<file path="config.mk">
export PLATFORM = sky130hd
export DESIGN_NAME = codec_control_port
export DESIGN_NICKNAME = d
export VERILOG_FILES = /design/src/design/codec_control_port.v
export VERILOG_INCLUDE_DIRS = /design/src /design/src/design
export SDC_FILE = /design/constraint.sdc
export NUM_CORES = 1
export LEC_CHECK = 0
export BUFFER_PORTS_ARGS = -buffer_cell sky130_fd_sc_hd__buf_4
export CAP_MARGIN = 25
export CORE_UTILIZATION = 45
export CTS_CLUSTER_SIZE = 16
export DETAILED_ROUTE_END_ITERATION = 8
export PLACE_DENSITY = 0.73
export SLEW_MARGIN = 20
export SYNTH_ARGS = -nofsm -noshare
export SYNTH_HDL_FRONTEND = slang
export SYNTH_SLANG_ARGS = --single-unit
</file>
<file path="constraint.sdc">
create_clock -name clk -period 4.64 [get_ports clk]
set_input_delay 0.696 -clock clk [delete_from_list [all_inputs] [get_ports clk]]
set_output_delay 0.696 -clock clk [all_outputs]
set_load 0.02 [all_outputs]
</file>
<file path="src/design/codec_port_defs.vh">
// Register map, field layout, reset values and codes of the control port
`ifndef CODEC_PORT_DEFS_VH
`define CODEC_PORT_DEFS_VH
// Register offsets
`define ADDR_PATH_GAIN    4'h0
`define ADDR_SIDETONE     4'h1
`define ADDR_QUIET        4'h3
`define ADDR_CODING       4'h4
`define ADDR_SIGNALLING   4'h6
// Reset values
`define RST_PATH_GAIN     8'h00
`define RST_SIDETONE      8'h00
`define RST_QUIET         8'h00
`define RST_CODING        8'h00
`define RST_SIGNALLING    8'hFF
// Path gain register fields
`define TXFG_LO           0
`define TXFG_HI           2
`define RXFG_LO           3
`define RXFG_HI           5
`define MIC_BIT           6
`define SPK_LO_BIT        7
// Side-tone register fields
`define STG_LO            0
`define STG_HI            2
`define SPK_HI_BIT        3
`define STG_OFF           3'h0
// Quiet register fields
`define RXQ_BIT           0
`define TXQ_BIT           1
// Coding register fields
`define ALAW_BIT          0
`define SMAG_BIT          1
`define MODE_LO           2
`define MODE_HI           4
`define DEN_BIT           5
`define MODE_TDM          3'h7
// Command byte layout per framing
`define CMD_RW_MSBF       7
`define CMD_AD_MSBF       0
`define CMD_RW_LSBF       0
`define CMD_AD_LSBF       4
// Transfer length and interrupt frame count
`define BITS_CMD          5'h08
`define BITS_ALL          5'h10
`define IRQ_FRAMES        2'h3
// Code table: sign-magnitude, mu-law, A-law
`define SM_PFS            8'hFF
`define SM_PZ             8'h80
`define SM_NZ             8'h00
`define SM_NFS            8'h7F
`define MU_PFS            8'h80
`define MU_PZ             8'hFF
`define MU_NZ             8'h7F
`define MU_NFS            8'h00
`define AL_PFS            8'hAA
`define AL_PZ             8'hD5
`define AL_NZ             8'h55
`define AL_NFS            8'h2A
`endif

</file>
<file path="src/design/codec_control_port.v">
// Serial control port and configuration registers of the filter/codec
`include "codec_port_defs.vh"

module codec_control_port (
  // Clock and reset
  input  wire       clk,
  input  wire       rst,
  // Serial port pins
  input  wire       cs_n,
  input  wire       sclk,
  input  wire       bidir_serial_pin_in,
  output reg        bidir_serial_pin_out,
  output reg        bidir_serial_pin_oe_n,
  input  wire       host_to_device_pin,
  // Open-drain interrupt
  output wire       irq_out,
  output reg        irq_oe_n,
  // Frame pulse and law pin
  input  wire       frame_pulse_n,
  input  wire       law_select_pin,
  // Sample paths
  input  wire [7:0] tx_pcm_in,
  input  wire [7:0] rx_pcm_in,
  output reg  [7:0] tx_pcm_out,
  output reg  [7:0] rx_pcm_out,
  // Code table
  output reg  [7:0] pos_full_code,
  output reg  [7:0] pos_zero_code,
  output reg  [7:0] neg_zero_code,
  output reg  [7:0] neg_full_code,
  // Configuration
  output reg  [2:0] tx_filter_gain_field,
  output reg  [2:0] rx_filter_gain_field,
  output reg        mic_amp_gain_select,
  output reg  [1:0] speaker_gain_select,
  output reg  [2:0] sidetone_gain_field,
  output reg        sidetone_enable,
  output reg        a_law_active,
  output reg        code_assignment_select,
  output reg  [2:0] interface_mode,
  output reg        receive_quiet_force,
  output reg        transmit_quiet_force
);

  localparam ST_IDLE = 3'b001;
  localparam ST_CMD  = 3'b010;
  localparam ST_DATA = 3'b100;

  reg [2:0] cs_sync;
  reg [2:0] sclk_sync;
  reg [1:0] d1_sync;
  reg [1:0] d2_sync;
  reg [2:0] fp_sync;
  reg [1:0] law_sync;

  reg [2:0] state;
  reg       lsb_mode;
  reg [4:0] bit_count;
  reg [7:0] cmd_shift;
  reg [7:0] data_shift;
  reg [7:0] out_shift;
  reg       is_read;
  reg [3:0] addr;

  reg [7:0] path_gain_control;
  reg [7:0] sidetone_gain_control;
  reg [7:0] quiet_control;
  reg [7:0] coding_interface_control;
  reg [7:0] signalling_data;

  reg [1:0] frame_count;
  reg       irq_pending;

  wire cs_s      = cs_sync[1];
  wire cs_prev   = cs_sync[2];
  wire sclk_s    = sclk_sync[1];
  wire sclk_prev = sclk_sync[2];
  wire cs_fall   = cs_prev & ~cs_s;
  wire cs_rise   = ~cs_prev & cs_s;
  wire sclk_rise = ~sclk_prev & sclk_s;
  wire sclk_fall = sclk_prev & ~sclk_s;
  wire fp_fall   = fp_sync[2] & ~fp_sync[1];
  // Second pin is ignored in LSB-first framing
  wire in_bit    = lsb_mode ? d1_sync[1] : d2_sync[1];

  // Command byte as seen after the 8th bit
  wire [7:0] cmd_next = lsb_mode ? {in_bit, cmd_shift[7:1]}
                                 : {cmd_shift[6:0], in_bit};
  wire [7:0] dat_next = lsb_mode ? {in_bit, data_shift[7:1]}
                                 : {data_shift[6:0], in_bit};
  wire       cmd_rw   = lsb_mode ? cmd_next[`CMD_RW_LSBF]
                                 : cmd_next[`CMD_RW_MSBF];
  wire [3:0] cmd_addr = lsb_mode ? cmd_next[`CMD_AD_LSBF +: 4]
                                 : cmd_next[`CMD_AD_MSBF +: 4];

  wire tdm_mode = (interface_mode == `MODE_TDM);

  reg [7:0] read_value;
  always @* begin
    case (cmd_addr)
      `ADDR_PATH_GAIN:  read_value = path_gain_control;
      `ADDR_SIDETONE:   read_value = sidetone_gain_control;
      `ADDR_QUIET:      read_value = quiet_control;
      `ADDR_CODING:     read_value = coding_interface_control;
      `ADDR_SIGNALLING: read_value = signalling_data;
      default:          read_value = 8'h00;
    endcase
  end

  // Two stages before any logic; the third stage only feeds edge finding
  always @(posedge clk) begin
    if (rst) begin
      cs_sync   <= 3'h7;
      sclk_sync <= 3'h0;
      d1_sync   <= 2'h0;
      d2_sync   <= 2'h0;
      fp_sync   <= 3'h7;
      law_sync  <= 2'h0;
    end else begin
      cs_sync   <= {cs_sync[1:0], cs_n};
      sclk_sync <= {sclk_sync[1:0], sclk};
      d1_sync   <= {d1_sync[0], bidir_serial_pin_in};
      d2_sync   <= {d2_sync[0], host_to_device_pin};
      fp_sync   <= {fp_sync[1:0], frame_pulse_n};
      law_sync  <= {law_sync[0], law_select_pin};
    end
  end

  // Clock level at select sets framing; any select rise aborts
  always @(posedge clk) begin
    if (rst) begin
      state      <= ST_IDLE;
      lsb_mode   <= 1'b0;
      bit_count  <= 5'h00;
      cmd_shift  <= 8'h00;
      data_shift <= 8'h00;
      is_read    <= 1'b0;
      addr       <= 4'h0;
    end else begin
      case (state)
        ST_IDLE: begin
          if (cs_fall) begin
            lsb_mode  <= sclk_s;
            bit_count <= 5'h00;
            state     <= ST_CMD;
          end
        end
        ST_CMD: begin
          if (cs_s) begin
            state <= ST_IDLE;
          end else if (sclk_rise) begin
            cmd_shift <= cmd_next;
            bit_count <= bit_count + 5'h01;
            if (bit_count == `BITS_CMD - 5'h01) begin
              is_read <= cmd_rw;
              addr    <= cmd_addr;
              state   <= ST_DATA;
            end
          end
        end
        ST_DATA: begin
          if (cs_s) begin
            state <= ST_IDLE;
          end else if (sclk_rise) begin
            data_shift <= dat_next;
            bit_count  <= bit_count + 5'h01;
            if (bit_count == `BITS_ALL - 5'h01) begin
              state <= ST_IDLE;
            end
          end
        end
        default: state <= ST_IDLE;
      endcase
    end
  end

  wire write_done = (state == ST_DATA) && !cs_s && sclk_rise &&
                    (bit_count == `BITS_ALL - 5'h01) && !is_read;
  wire read_done  = (state == ST_DATA) && !cs_s && sclk_rise &&
                    (bit_count == `BITS_ALL - 5'h01) && is_read;
  wire cmd_done   = (state == ST_CMD) && !cs_s && sclk_rise &&
                    (bit_count == `BITS_CMD - 5'h01);

  // Read data leaves on falling edges; writes never drive the pin
  always @(posedge clk) begin
    if (rst) begin
      out_shift             <= 8'h00;
      bidir_serial_pin_out  <= 1'b0;
      bidir_serial_pin_oe_n <= 1'b1;
    end else if (cs_s || state == ST_IDLE) begin
      bidir_serial_pin_oe_n <= 1'b1;
    end else if (cmd_done) begin
      out_shift <= read_value;
    end else if (state == ST_DATA && is_read && sclk_fall) begin
      bidir_serial_pin_oe_n <= 1'b0;
      if (lsb_mode) begin
        bidir_serial_pin_out <= out_shift[0];
        out_shift            <= {1'b0, out_shift[7:1]};
      end else begin
        bidir_serial_pin_out <= out_shift[7];
        out_shift            <= {out_shift[6:0], 1'b0};
      end
    end
  end

  // Only a completed write updates a register; read input is ignored
  always @(posedge clk) begin
    if (rst) begin
      path_gain_control        <= `RST_PATH_GAIN;
      sidetone_gain_control    <= `RST_SIDETONE;
      quiet_control            <= `RST_QUIET;
      coding_interface_control <= `RST_CODING;
      signalling_data          <= `RST_SIGNALLING;
    end else if (write_done) begin
      case (addr)
        `ADDR_PATH_GAIN:  path_gain_control        <= dat_next;
        `ADDR_SIDETONE:   sidetone_gain_control    <= dat_next;
        `ADDR_QUIET:      quiet_control            <= dat_next;
        `ADDR_CODING:     coding_interface_control <= dat_next;
        `ADDR_SIGNALLING: signalling_data          <= dat_next;
        default:          signalling_data          <= signalling_data;
      endcase
    end
  end

  // Configuration outputs, registered so they never glitch
  always @(posedge clk) begin
    if (rst) begin
      tx_filter_gain_field   <= 3'h0;
      rx_filter_gain_field   <= 3'h0;
      mic_amp_gain_select    <= 1'b0;
      speaker_gain_select    <= 2'h0;
      sidetone_gain_field    <= `STG_OFF;
      sidetone_enable        <= 1'b0;
      a_law_active           <= 1'b0;
      code_assignment_select <= 1'b0;
      interface_mode         <= 3'h0;
      receive_quiet_force    <= 1'b0;
      transmit_quiet_force   <= 1'b0;
    end else begin
      tx_filter_gain_field <=
        path_gain_control[`TXFG_HI:`TXFG_LO];
      rx_filter_gain_field <=
        path_gain_control[`RXFG_HI:`RXFG_LO];
      mic_amp_gain_select  <= path_gain_control[`MIC_BIT];
      // Codes 2 and 3 both mean -12 dB
      speaker_gain_select  <= {sidetone_gain_control[`SPK_HI_BIT],
                               path_gain_control[`SPK_LO_BIT]};
      sidetone_gain_field  <=
        sidetone_gain_control[`STG_HI:`STG_LO];
      sidetone_enable      <= sidetone_gain_control[`STG_HI:`STG_LO]
                              != `STG_OFF;
      a_law_active         <= coding_interface_control[`ALAW_BIT] |
                              law_sync[1];
      code_assignment_select <=
        coding_interface_control[`SMAG_BIT];
      interface_mode       <= coding_interface_control[`MODE_HI:`MODE_LO];
      receive_quiet_force  <= quiet_control[`RXQ_BIT];
      transmit_quiet_force <= quiet_control[`TXQ_BIT];
    end
  end

  // Code table lookup by kind: 0 +FS, 1 +0, 2 -0, 3 -FS
  function [7:0] code_of;
    input [1:0] kind;
    input       alaw;
    input       smag;
    reg   [7:0] sm;
    reg   [7:0] mu;
    reg   [7:0] al;
    begin
      case (kind)
        2'h0:    begin sm = `SM_PFS; mu = `MU_PFS; al = `AL_PFS; end
        2'h1:    begin sm = `SM_PZ;  mu = `MU_PZ;  al = `AL_PZ;  end
        2'h2:    begin sm = `SM_NZ;  mu = `MU_NZ;  al = `AL_NZ;  end
        default: begin sm = `SM_NFS; mu = `MU_NFS; al = `AL_NFS; end
      endcase
      code_of = smag ? sm : (alaw ? al : mu);
    end
  endfunction

  wire [31:0] codes;
  genvar k;
  generate
    for (k = 0; k < 4; k = k + 1) begin : g_code
      localparam [31:0] KIND = k;
      assign codes[8*k +: 8] = code_of(KIND[1:0], a_law_active,
                                       code_assignment_select);
    end
  endgenerate

  always @(posedge clk) begin
    if (rst) begin
      pos_full_code <= `MU_PFS;
      pos_zero_code <= `MU_PZ;
      neg_zero_code <= `MU_NZ;
      neg_full_code <= `MU_NFS;
      tx_pcm_out    <= `MU_NZ;
      rx_pcm_out    <= `MU_NZ;
    end else begin
      pos_full_code <= codes[7:0];
      pos_zero_code <= codes[15:8];
      neg_zero_code <= codes[23:16];
      neg_full_code <= codes[31:24];
      tx_pcm_out <= transmit_quiet_force ? codes[23:16]
                                         : tx_pcm_in;
      rx_pcm_out <= receive_quiet_force ? codes[23:16]
                                        : rx_pcm_in;
    end
  end

  // In TDM mode every fourth frame raises the interrupt; a signalling access or the next frame drops it
  wire sig_access = (write_done || read_done) &&
                    (addr == `ADDR_SIGNALLING);
  wire irq_set    = tdm_mode && fp_fall && (frame_count == `IRQ_FRAMES);
  always @(posedge clk) begin
    if (rst) begin
      frame_count <= 2'h0;
      irq_pending <= 1'b0;
      irq_oe_n    <= 1'b1;
    end else begin
      if (fp_fall) begin
        frame_count <= frame_count + 2'h1;
      end
      // A new pacing event beats a clear in the same cycle
      if (irq_set) begin
        irq_pending <= 1'b1;
      end else if (sig_access || fp_fall || !tdm_mode) begin
        irq_pending <= 1'b0;
      end
      irq_oe_n <= ~(irq_pending && tdm_mode &&
                    coding_interface_control[`DEN_BIT]);
    end
  end

  // Open drain: only ever pulls low
  assign irq_out = 1'b0;

endmodule

</file>
== After elaboration in Yosys (flattened, before gate mapping) ==
Index checks and enable logic that the tools add are counted.

* Reduce and logical (&&, ||, !) cells: 45
* Eq/ne operators: 22
* Bitwise gates (word level): 12
* $add $sub $neg: 2
* Muxes and demuxes: 34

{| class="wikitable"
|+ Operators with widths
! kind !! number
|-
| 8-bit two-way mux || 7
|-
| 8-bit one-hot mux with 5 select lines || 1
|-
| 7-bit two-way mux || 4
|-
| 6-bit two-way mux || 4
|-
| 3-bit two-way mux || 7
|-
| 4-bit by 3-bit == test with 1-bit output, second input constant || 4
|-
| 2-bit AND reduction || 8
|-
| 1-bit logical AND || 15
|-
| 5-bit two-way mux || 3
|-
| 3-bit != test, second input constant || 4
|-
| 5-bit one-hot mux with 2 select lines || 1
|-
| 3-bit one-hot mux with 3 select lines || 1
|-
| 3-bit AND reduction || 3
|-
| 4-bit by 1-bit == test with 1-bit output, second input constant || 2
|-
| 4-bit by 2-bit == test with 1-bit output, second input constant || 2
|-
| 4-bit zero test || 2
|-
| 4-bit AND reduction || 2
|-
| 1-bit NOT || 7
|-
| 3-bit == test, second input constant || 2
|-
| 2-bit nonzero test || 3
|-
| 2-bit OR reduction || 3
|-
| 5-bit by 1-bit adder with 5-bit output, second input constant || 1
|-
| 5-bit by 3-bit == test with 1-bit output, second input constant || 1
|-
| 5-bit by 4-bit == test with 1-bit output, second input constant || 1
|-
| other kinds (14) || 27
|}

* Flip-flop bits (word level): 167
* Word-level logic and storage cells: 159
* Output and inout port bits: 72
* Input port bits: 24

== Logic depth before layout (Yosys ltp) ==
* Word-level depth: 11
* Mapped depth: 9
* Mapped depth without buffers: 7

== Worst setup path before layout ==
OpenSTA, ideal clock, no wires.

* Path kind: register to register
* From: register state[0]
* To: register out_shift[2]
* Setup time: 0.086 ns
* Arrival: 2.165 ns
* Path slack: 2.389 ns
* Required time: 4.554 ns
* Stages on the path, launching flop included: 7
* Clock period less this slack: 2.251 ns
* Buffers on the path: 1
* Cells stage by stage: dfxtp_1 -> or4b_4 -> or4_1 -> buf_2 -> a2111oi_4 -> o31ai_1 -> a211oi_1

* Word-level cells in the longest chain between the ends: 6
* Elaborated cells between the ends (all ways): 13
* Classes of those cells: eq/ne (3); mux (1); bitwise (1); reduce/logical (8)

{| class="wikitable"
|+ Ends and longest elaborated chain
! element !! RTL line !! text
|-
| start, declared || codec_control_port.v:56 || <nowiki>reg [2:0] state;</nowiki>
|-
| start signal, assigned || codec_control_port.v:132 || <nowiki>state <= ST_IDLE;</nowiki>
|-
| start signal, assigned || codec_control_port.v:145 || <nowiki>state <= ST_CMD;</nowiki>
|-
| start signal, assigned || codec_control_port.v:150 || <nowiki>state <= ST_IDLE;</nowiki>
|-
| 3-bit by 2-bit == test with 1-bit output || codec_control_port.v:181 || <nowiki>wire cmd_done = (state == ST_CMD) && !cs_s && sclk_rise &&</nowiki>
|-
| 1-bit logical AND (3 in a row) || codec_control_port.v:181 ||
|-
| 2-bit nonzero test (no line) || - ||
|-
| 2-bit AND reduction (no line) || - ||
|-
| end signal, assigned || codec_control_port.v:193 || <nowiki>out_shift <= read_value;</nowiki>
|-
| end signal, assigned || codec_control_port.v:198 || <nowiki>out_shift <= {1'b0, out_shift[7:1]};</nowiki>
|-
| end signal, assigned || codec_control_port.v:201 || <nowiki>out_shift <= {out_shift[6:0], 1'b0};</nowiki>
|-
| end, declared || codec_control_port.v:61 || <nowiki>reg [7:0] out_shift;</nowiki>
|}

Several ways; a longest one is shown, not always the timed one.
A chain may end at the register's enable or synchronous reset.

== Final worst setup path ==
* From: register lsb_mode
* To: register out_shift[4]

* Word-level cells in the longest chain between the ends: 6
* Elaborated cells between the ends (all ways): 12
* Classes of those cells: eq/ne (4); mux (7); reduce/logical (1)

{| class="wikitable"
|+ Ends and longest elaborated chain
! element !! RTL line !! text
|-
| start, declared || codec_control_port.v:57 || <nowiki>reg lsb_mode;</nowiki>
|-
| start signal, assigned || codec_control_port.v:143 || <nowiki>lsb_mode <= sclk_s;</nowiki>
|-
| 1-bit two-way mux || codec_control_port.v:84 || <nowiki>wire in_bit = lsb_mode ? d1_sync[1] : d2_sync[1];</nowiki>
|-
| 8-bit two-way mux || codec_control_port.v:87 || <nowiki>wire [7:0] cmd_next = lsb_mode ? {in_bit, cmd_shift[7:1]}</nowiki>
|-
| 4-bit two-way mux || codec_control_port.v:93 || <nowiki>wire [3:0] cmd_addr = lsb_mode ? cmd_next[`CMD_AD_LSBF +: 4]</nowiki>
|-
| 4-bit by 3-bit == test with 1-bit output (tied with other cells) || codec_control_port.v:100 || <nowiki>case (cmd_addr)</nowiki>
|-
| 8-bit one-hot mux with 5 select lines || codec_control_port.v:100 ||
|-
| 8-bit two-way mux (*) || codec_control_port.v:192 || <nowiki>end else if (cmd_done) begin</nowiki>
|}

Every way passes the cells marked *; elsewhere a longest branch is shown, timed or not. The select of a mux whose other input is x is not followed.

==> impl_metrics.yaml <==
status:
  outcome: "complete, no violations"
clock_network:
  holdBufCountCts: 0
  cts.sinks: 139
  post-cts-setup-buffers: 0
  clockBufferDepth: 2
  h-tree-depth: 4
  cts_made_buffers: 17
  clockRootBuffer: "clkbuf_16"
  worst_skew_pair.late_latency_ns: 0.41
  clk_pin_slew_ns: 0.06
  cts_tree: "yes"
  cts_resized: 0
synth:
  synth.distinct_cells: 53
  synth_adder_area_share_pct: 0.640
  synth_simple_gate_area_share_pct: 18.3
  syn_inst: 648
  synth_mux_area_share_pct: 7.70
  syn_area_um2: 5870
  yosys-top-cells-area: "dfxtp_1 47%, mux2i_1 6.0%, nor2_1 5.4%, a211oi_1 4.7%, o21ai_0 4.6%"
  synth_area_per_cell_um2: 9.05
  yosysSeqAreaShare_pct: 47.4
  yosysTopAreaCell: "dfxtp_1"
  synth_top_family_by_area: "simple AND/OR/NAND/NOR gates"
  synth_seq_cells: 139
  synth_top_area_share_pct: 47.4
  ys_warn_count: 0
  synth-compound-area-share_pct: 17.5
  synthFlopType: "dfxtp_1"
  synth_edf_count: 0
  synth_xor_area_share_pct: 0.597
  async_flop_share_pct: 0
floorplanning:
  dieArea_um2: 13500
  ios: 96
  initial_utilization_pct: 46.3
  dieWidth_um: 116
  core_area_um2: 12700
  fp.dieH_um: 116
  rows: 41
grt:
  grt_max_degree: 93
  antenna_found_initial: 0
  grt.total_usage_pct: 22.2
  grt_pass1_vias: 4408
  grt_overflow: 0
  grt_pass1_wl_um: 22600
cells_and_area:
  num_antenna_cells: 0
  finalInstanceArea_um2: 7090
  final_cell_mix: "138 x dfxtp_1, 95 x buf_4, 83 x nor2_1"
  drive_gt1_share_pct: 21.2
  area_growth_pct: 20.8
  layout.nets: 726
  final_common_cell: "dfxtp_1"
  fin_util_pct: 55.9
route:
  drc: 0
  postRouteWirelength_um: 14500
  drt_first_pass_iters: 5
  ant_nets: 0
  viasPerCell: 5.51
  vias: 4873
  drtIter0Drc: 383
  wl_per_cell_um: 16.4
timing:
  clock_skew_ns: 0.00677
  period_minus_slack_ns: 2.94
  relSlewSlack_pct: 31.5
  setup_viol: 0
  rsz0062_at_grt: "no"
  slew_viol_final: 0
  fmax_mhz: 341
  worst_pin_slew_ns: 1.03
  period_share_pct: 63.3
  hold_viol_final: 0
  setup_tns_ns: 0
  whs_ns: 0.411
pwr:
  vdd_drop_max_mv: 0.291
  power_density_nw_per_um2: 388
  total_power_w: 0.00275
  p_leak_nw: 2.78
setup_path:
  arrival_ns: 3.26
  cp-end-kind: "flip-flop"
  cp.required_ns: 4.96
  start_kind: "flip-flop"
  critPathKind: "flip-flop to flip-flop"
  path_max_fanout: 32
placement:
  gp_congestion: 0.927
  io_buffer_count: 90
  dp.final_hpwl_um: 10100
  placed_area_um2: 6440
min_path:
  min_path_type: "flip-flop to flip-flop"
flow_run:
  drv_cap: 0
==> final timing paths <==
kind,slack [ns],depth (start not counted),end,from
max,1.70,6,out_shift[4],lsb_mode
min,0.41,1,cs_sync[1],cs_sync[0]
max reg2reg,1.70,6,out_shift[4],lsb_mode
min reg2reg,0.41,1,cs_sync[1],cs_sync[0]
==> report_power, final <==
| group | switching (W) | internal (W) | total (W) |
|---|---|---|---|
| Sequential | 0.00000847 | 0.00121 | 0.00122 |
| Combinational | 0.0000545 | 0.0000367 | 0.0000911 |
| Clock | 0.000497 | 0.000946 | 0.00144 |
==> through the flow <==
stage,std cells,worst slack [ns]
after floorplan,651,2.39
after global placement,850,1.95
after detailed placement,851,1.81
after CTS,883,1.78
after global routing,884,1.52
final,884,1.70
==> worst max-delay path, stage by stage (launching register included) <==
cell      delay, ns
dfxtp_2        0.69
buf_4          0.45
nor3b_1        0.88
o21ai_0        0.22
a21oi_1        0.23
o31ai_1        0.11
a211oi_1       0.26
==> synthesized netlist by cell type, types with 5 or more instances <==
| master | n |
|---|---|
| or2_2 | 8 |
| nor3_1 | 8 |
| nor2_1 | 84 |
| o21ai_0 | 54 |
| inv_1 | 23 |
| buf_1 | 5 |
| dfxtp_1 | 139 |
| mux2i_1 | 35 |
| buf_2 | 5 |
| and2_1 | 8 |
| nand2b_1 | 6 |
| o31ai_1 | 7 |
| o211ai_1 | 12 |
| nor2b_1 | 32 |
| a211oi_1 | 37 |
| buf_4 | 29 |
| nand2_1 | 24 |
| a311oi_1 | 6 |
| clkbuf_1 | 26 |
| a21oi_1 | 31 |
| nor3b_1 | 8 |
| mux2_2 | 9 |
==> cells by family after synthesis <==
group,Yosys count
adder cells (fa/ha/maj),3
AO/OA/AOI/OAI,159
buffers and inverters,90
XOR/XNOR,4
flip-flops,139
AND/OR/NAND/NOR,207
other,2
multiplexers,44
==> area by class of cell <==
cell class | instances | area (um2)
timing repair buffer | 96 | 718
clock inverter | 9 | 159
inverter | 23 | 86.3
sequential | 139 | 2780
fill | 1118 | 5580
multi-input combinational | 422 | 2650
clock buffer | 23 | 478
tap | 172 | 215
==> flip-flops by register name (all words and copies together) (netlist names), 4 cells and up <==
signal	count
rx_pcm_out	8
addr	4
sidetone_gain_control	8
data_shift	8
quiet_control	8
path_gain_control	8
bit_count	5
tx_pcm_out	8
out_shift	8
coding_interface_control	8
cmd_shift	8
signalling_data	8
==> per-layer routing <==
| metal | vias to the layer above | part of all wire, % | GRT usage, % |
|---|---|---|---|
| li1 | 2341 | - | - |
| met1 | 2305 | 44 | 28.3 |
| met3 | 33 | 5.9 | 5.24 |
| met4 | 0 | 2.7 | 9.49 |
| met2 | 194 | 48 | 35.9 |
| met5 | - | 0 | 0 |
Note: power is estimated with default switching activity, not from simulation.
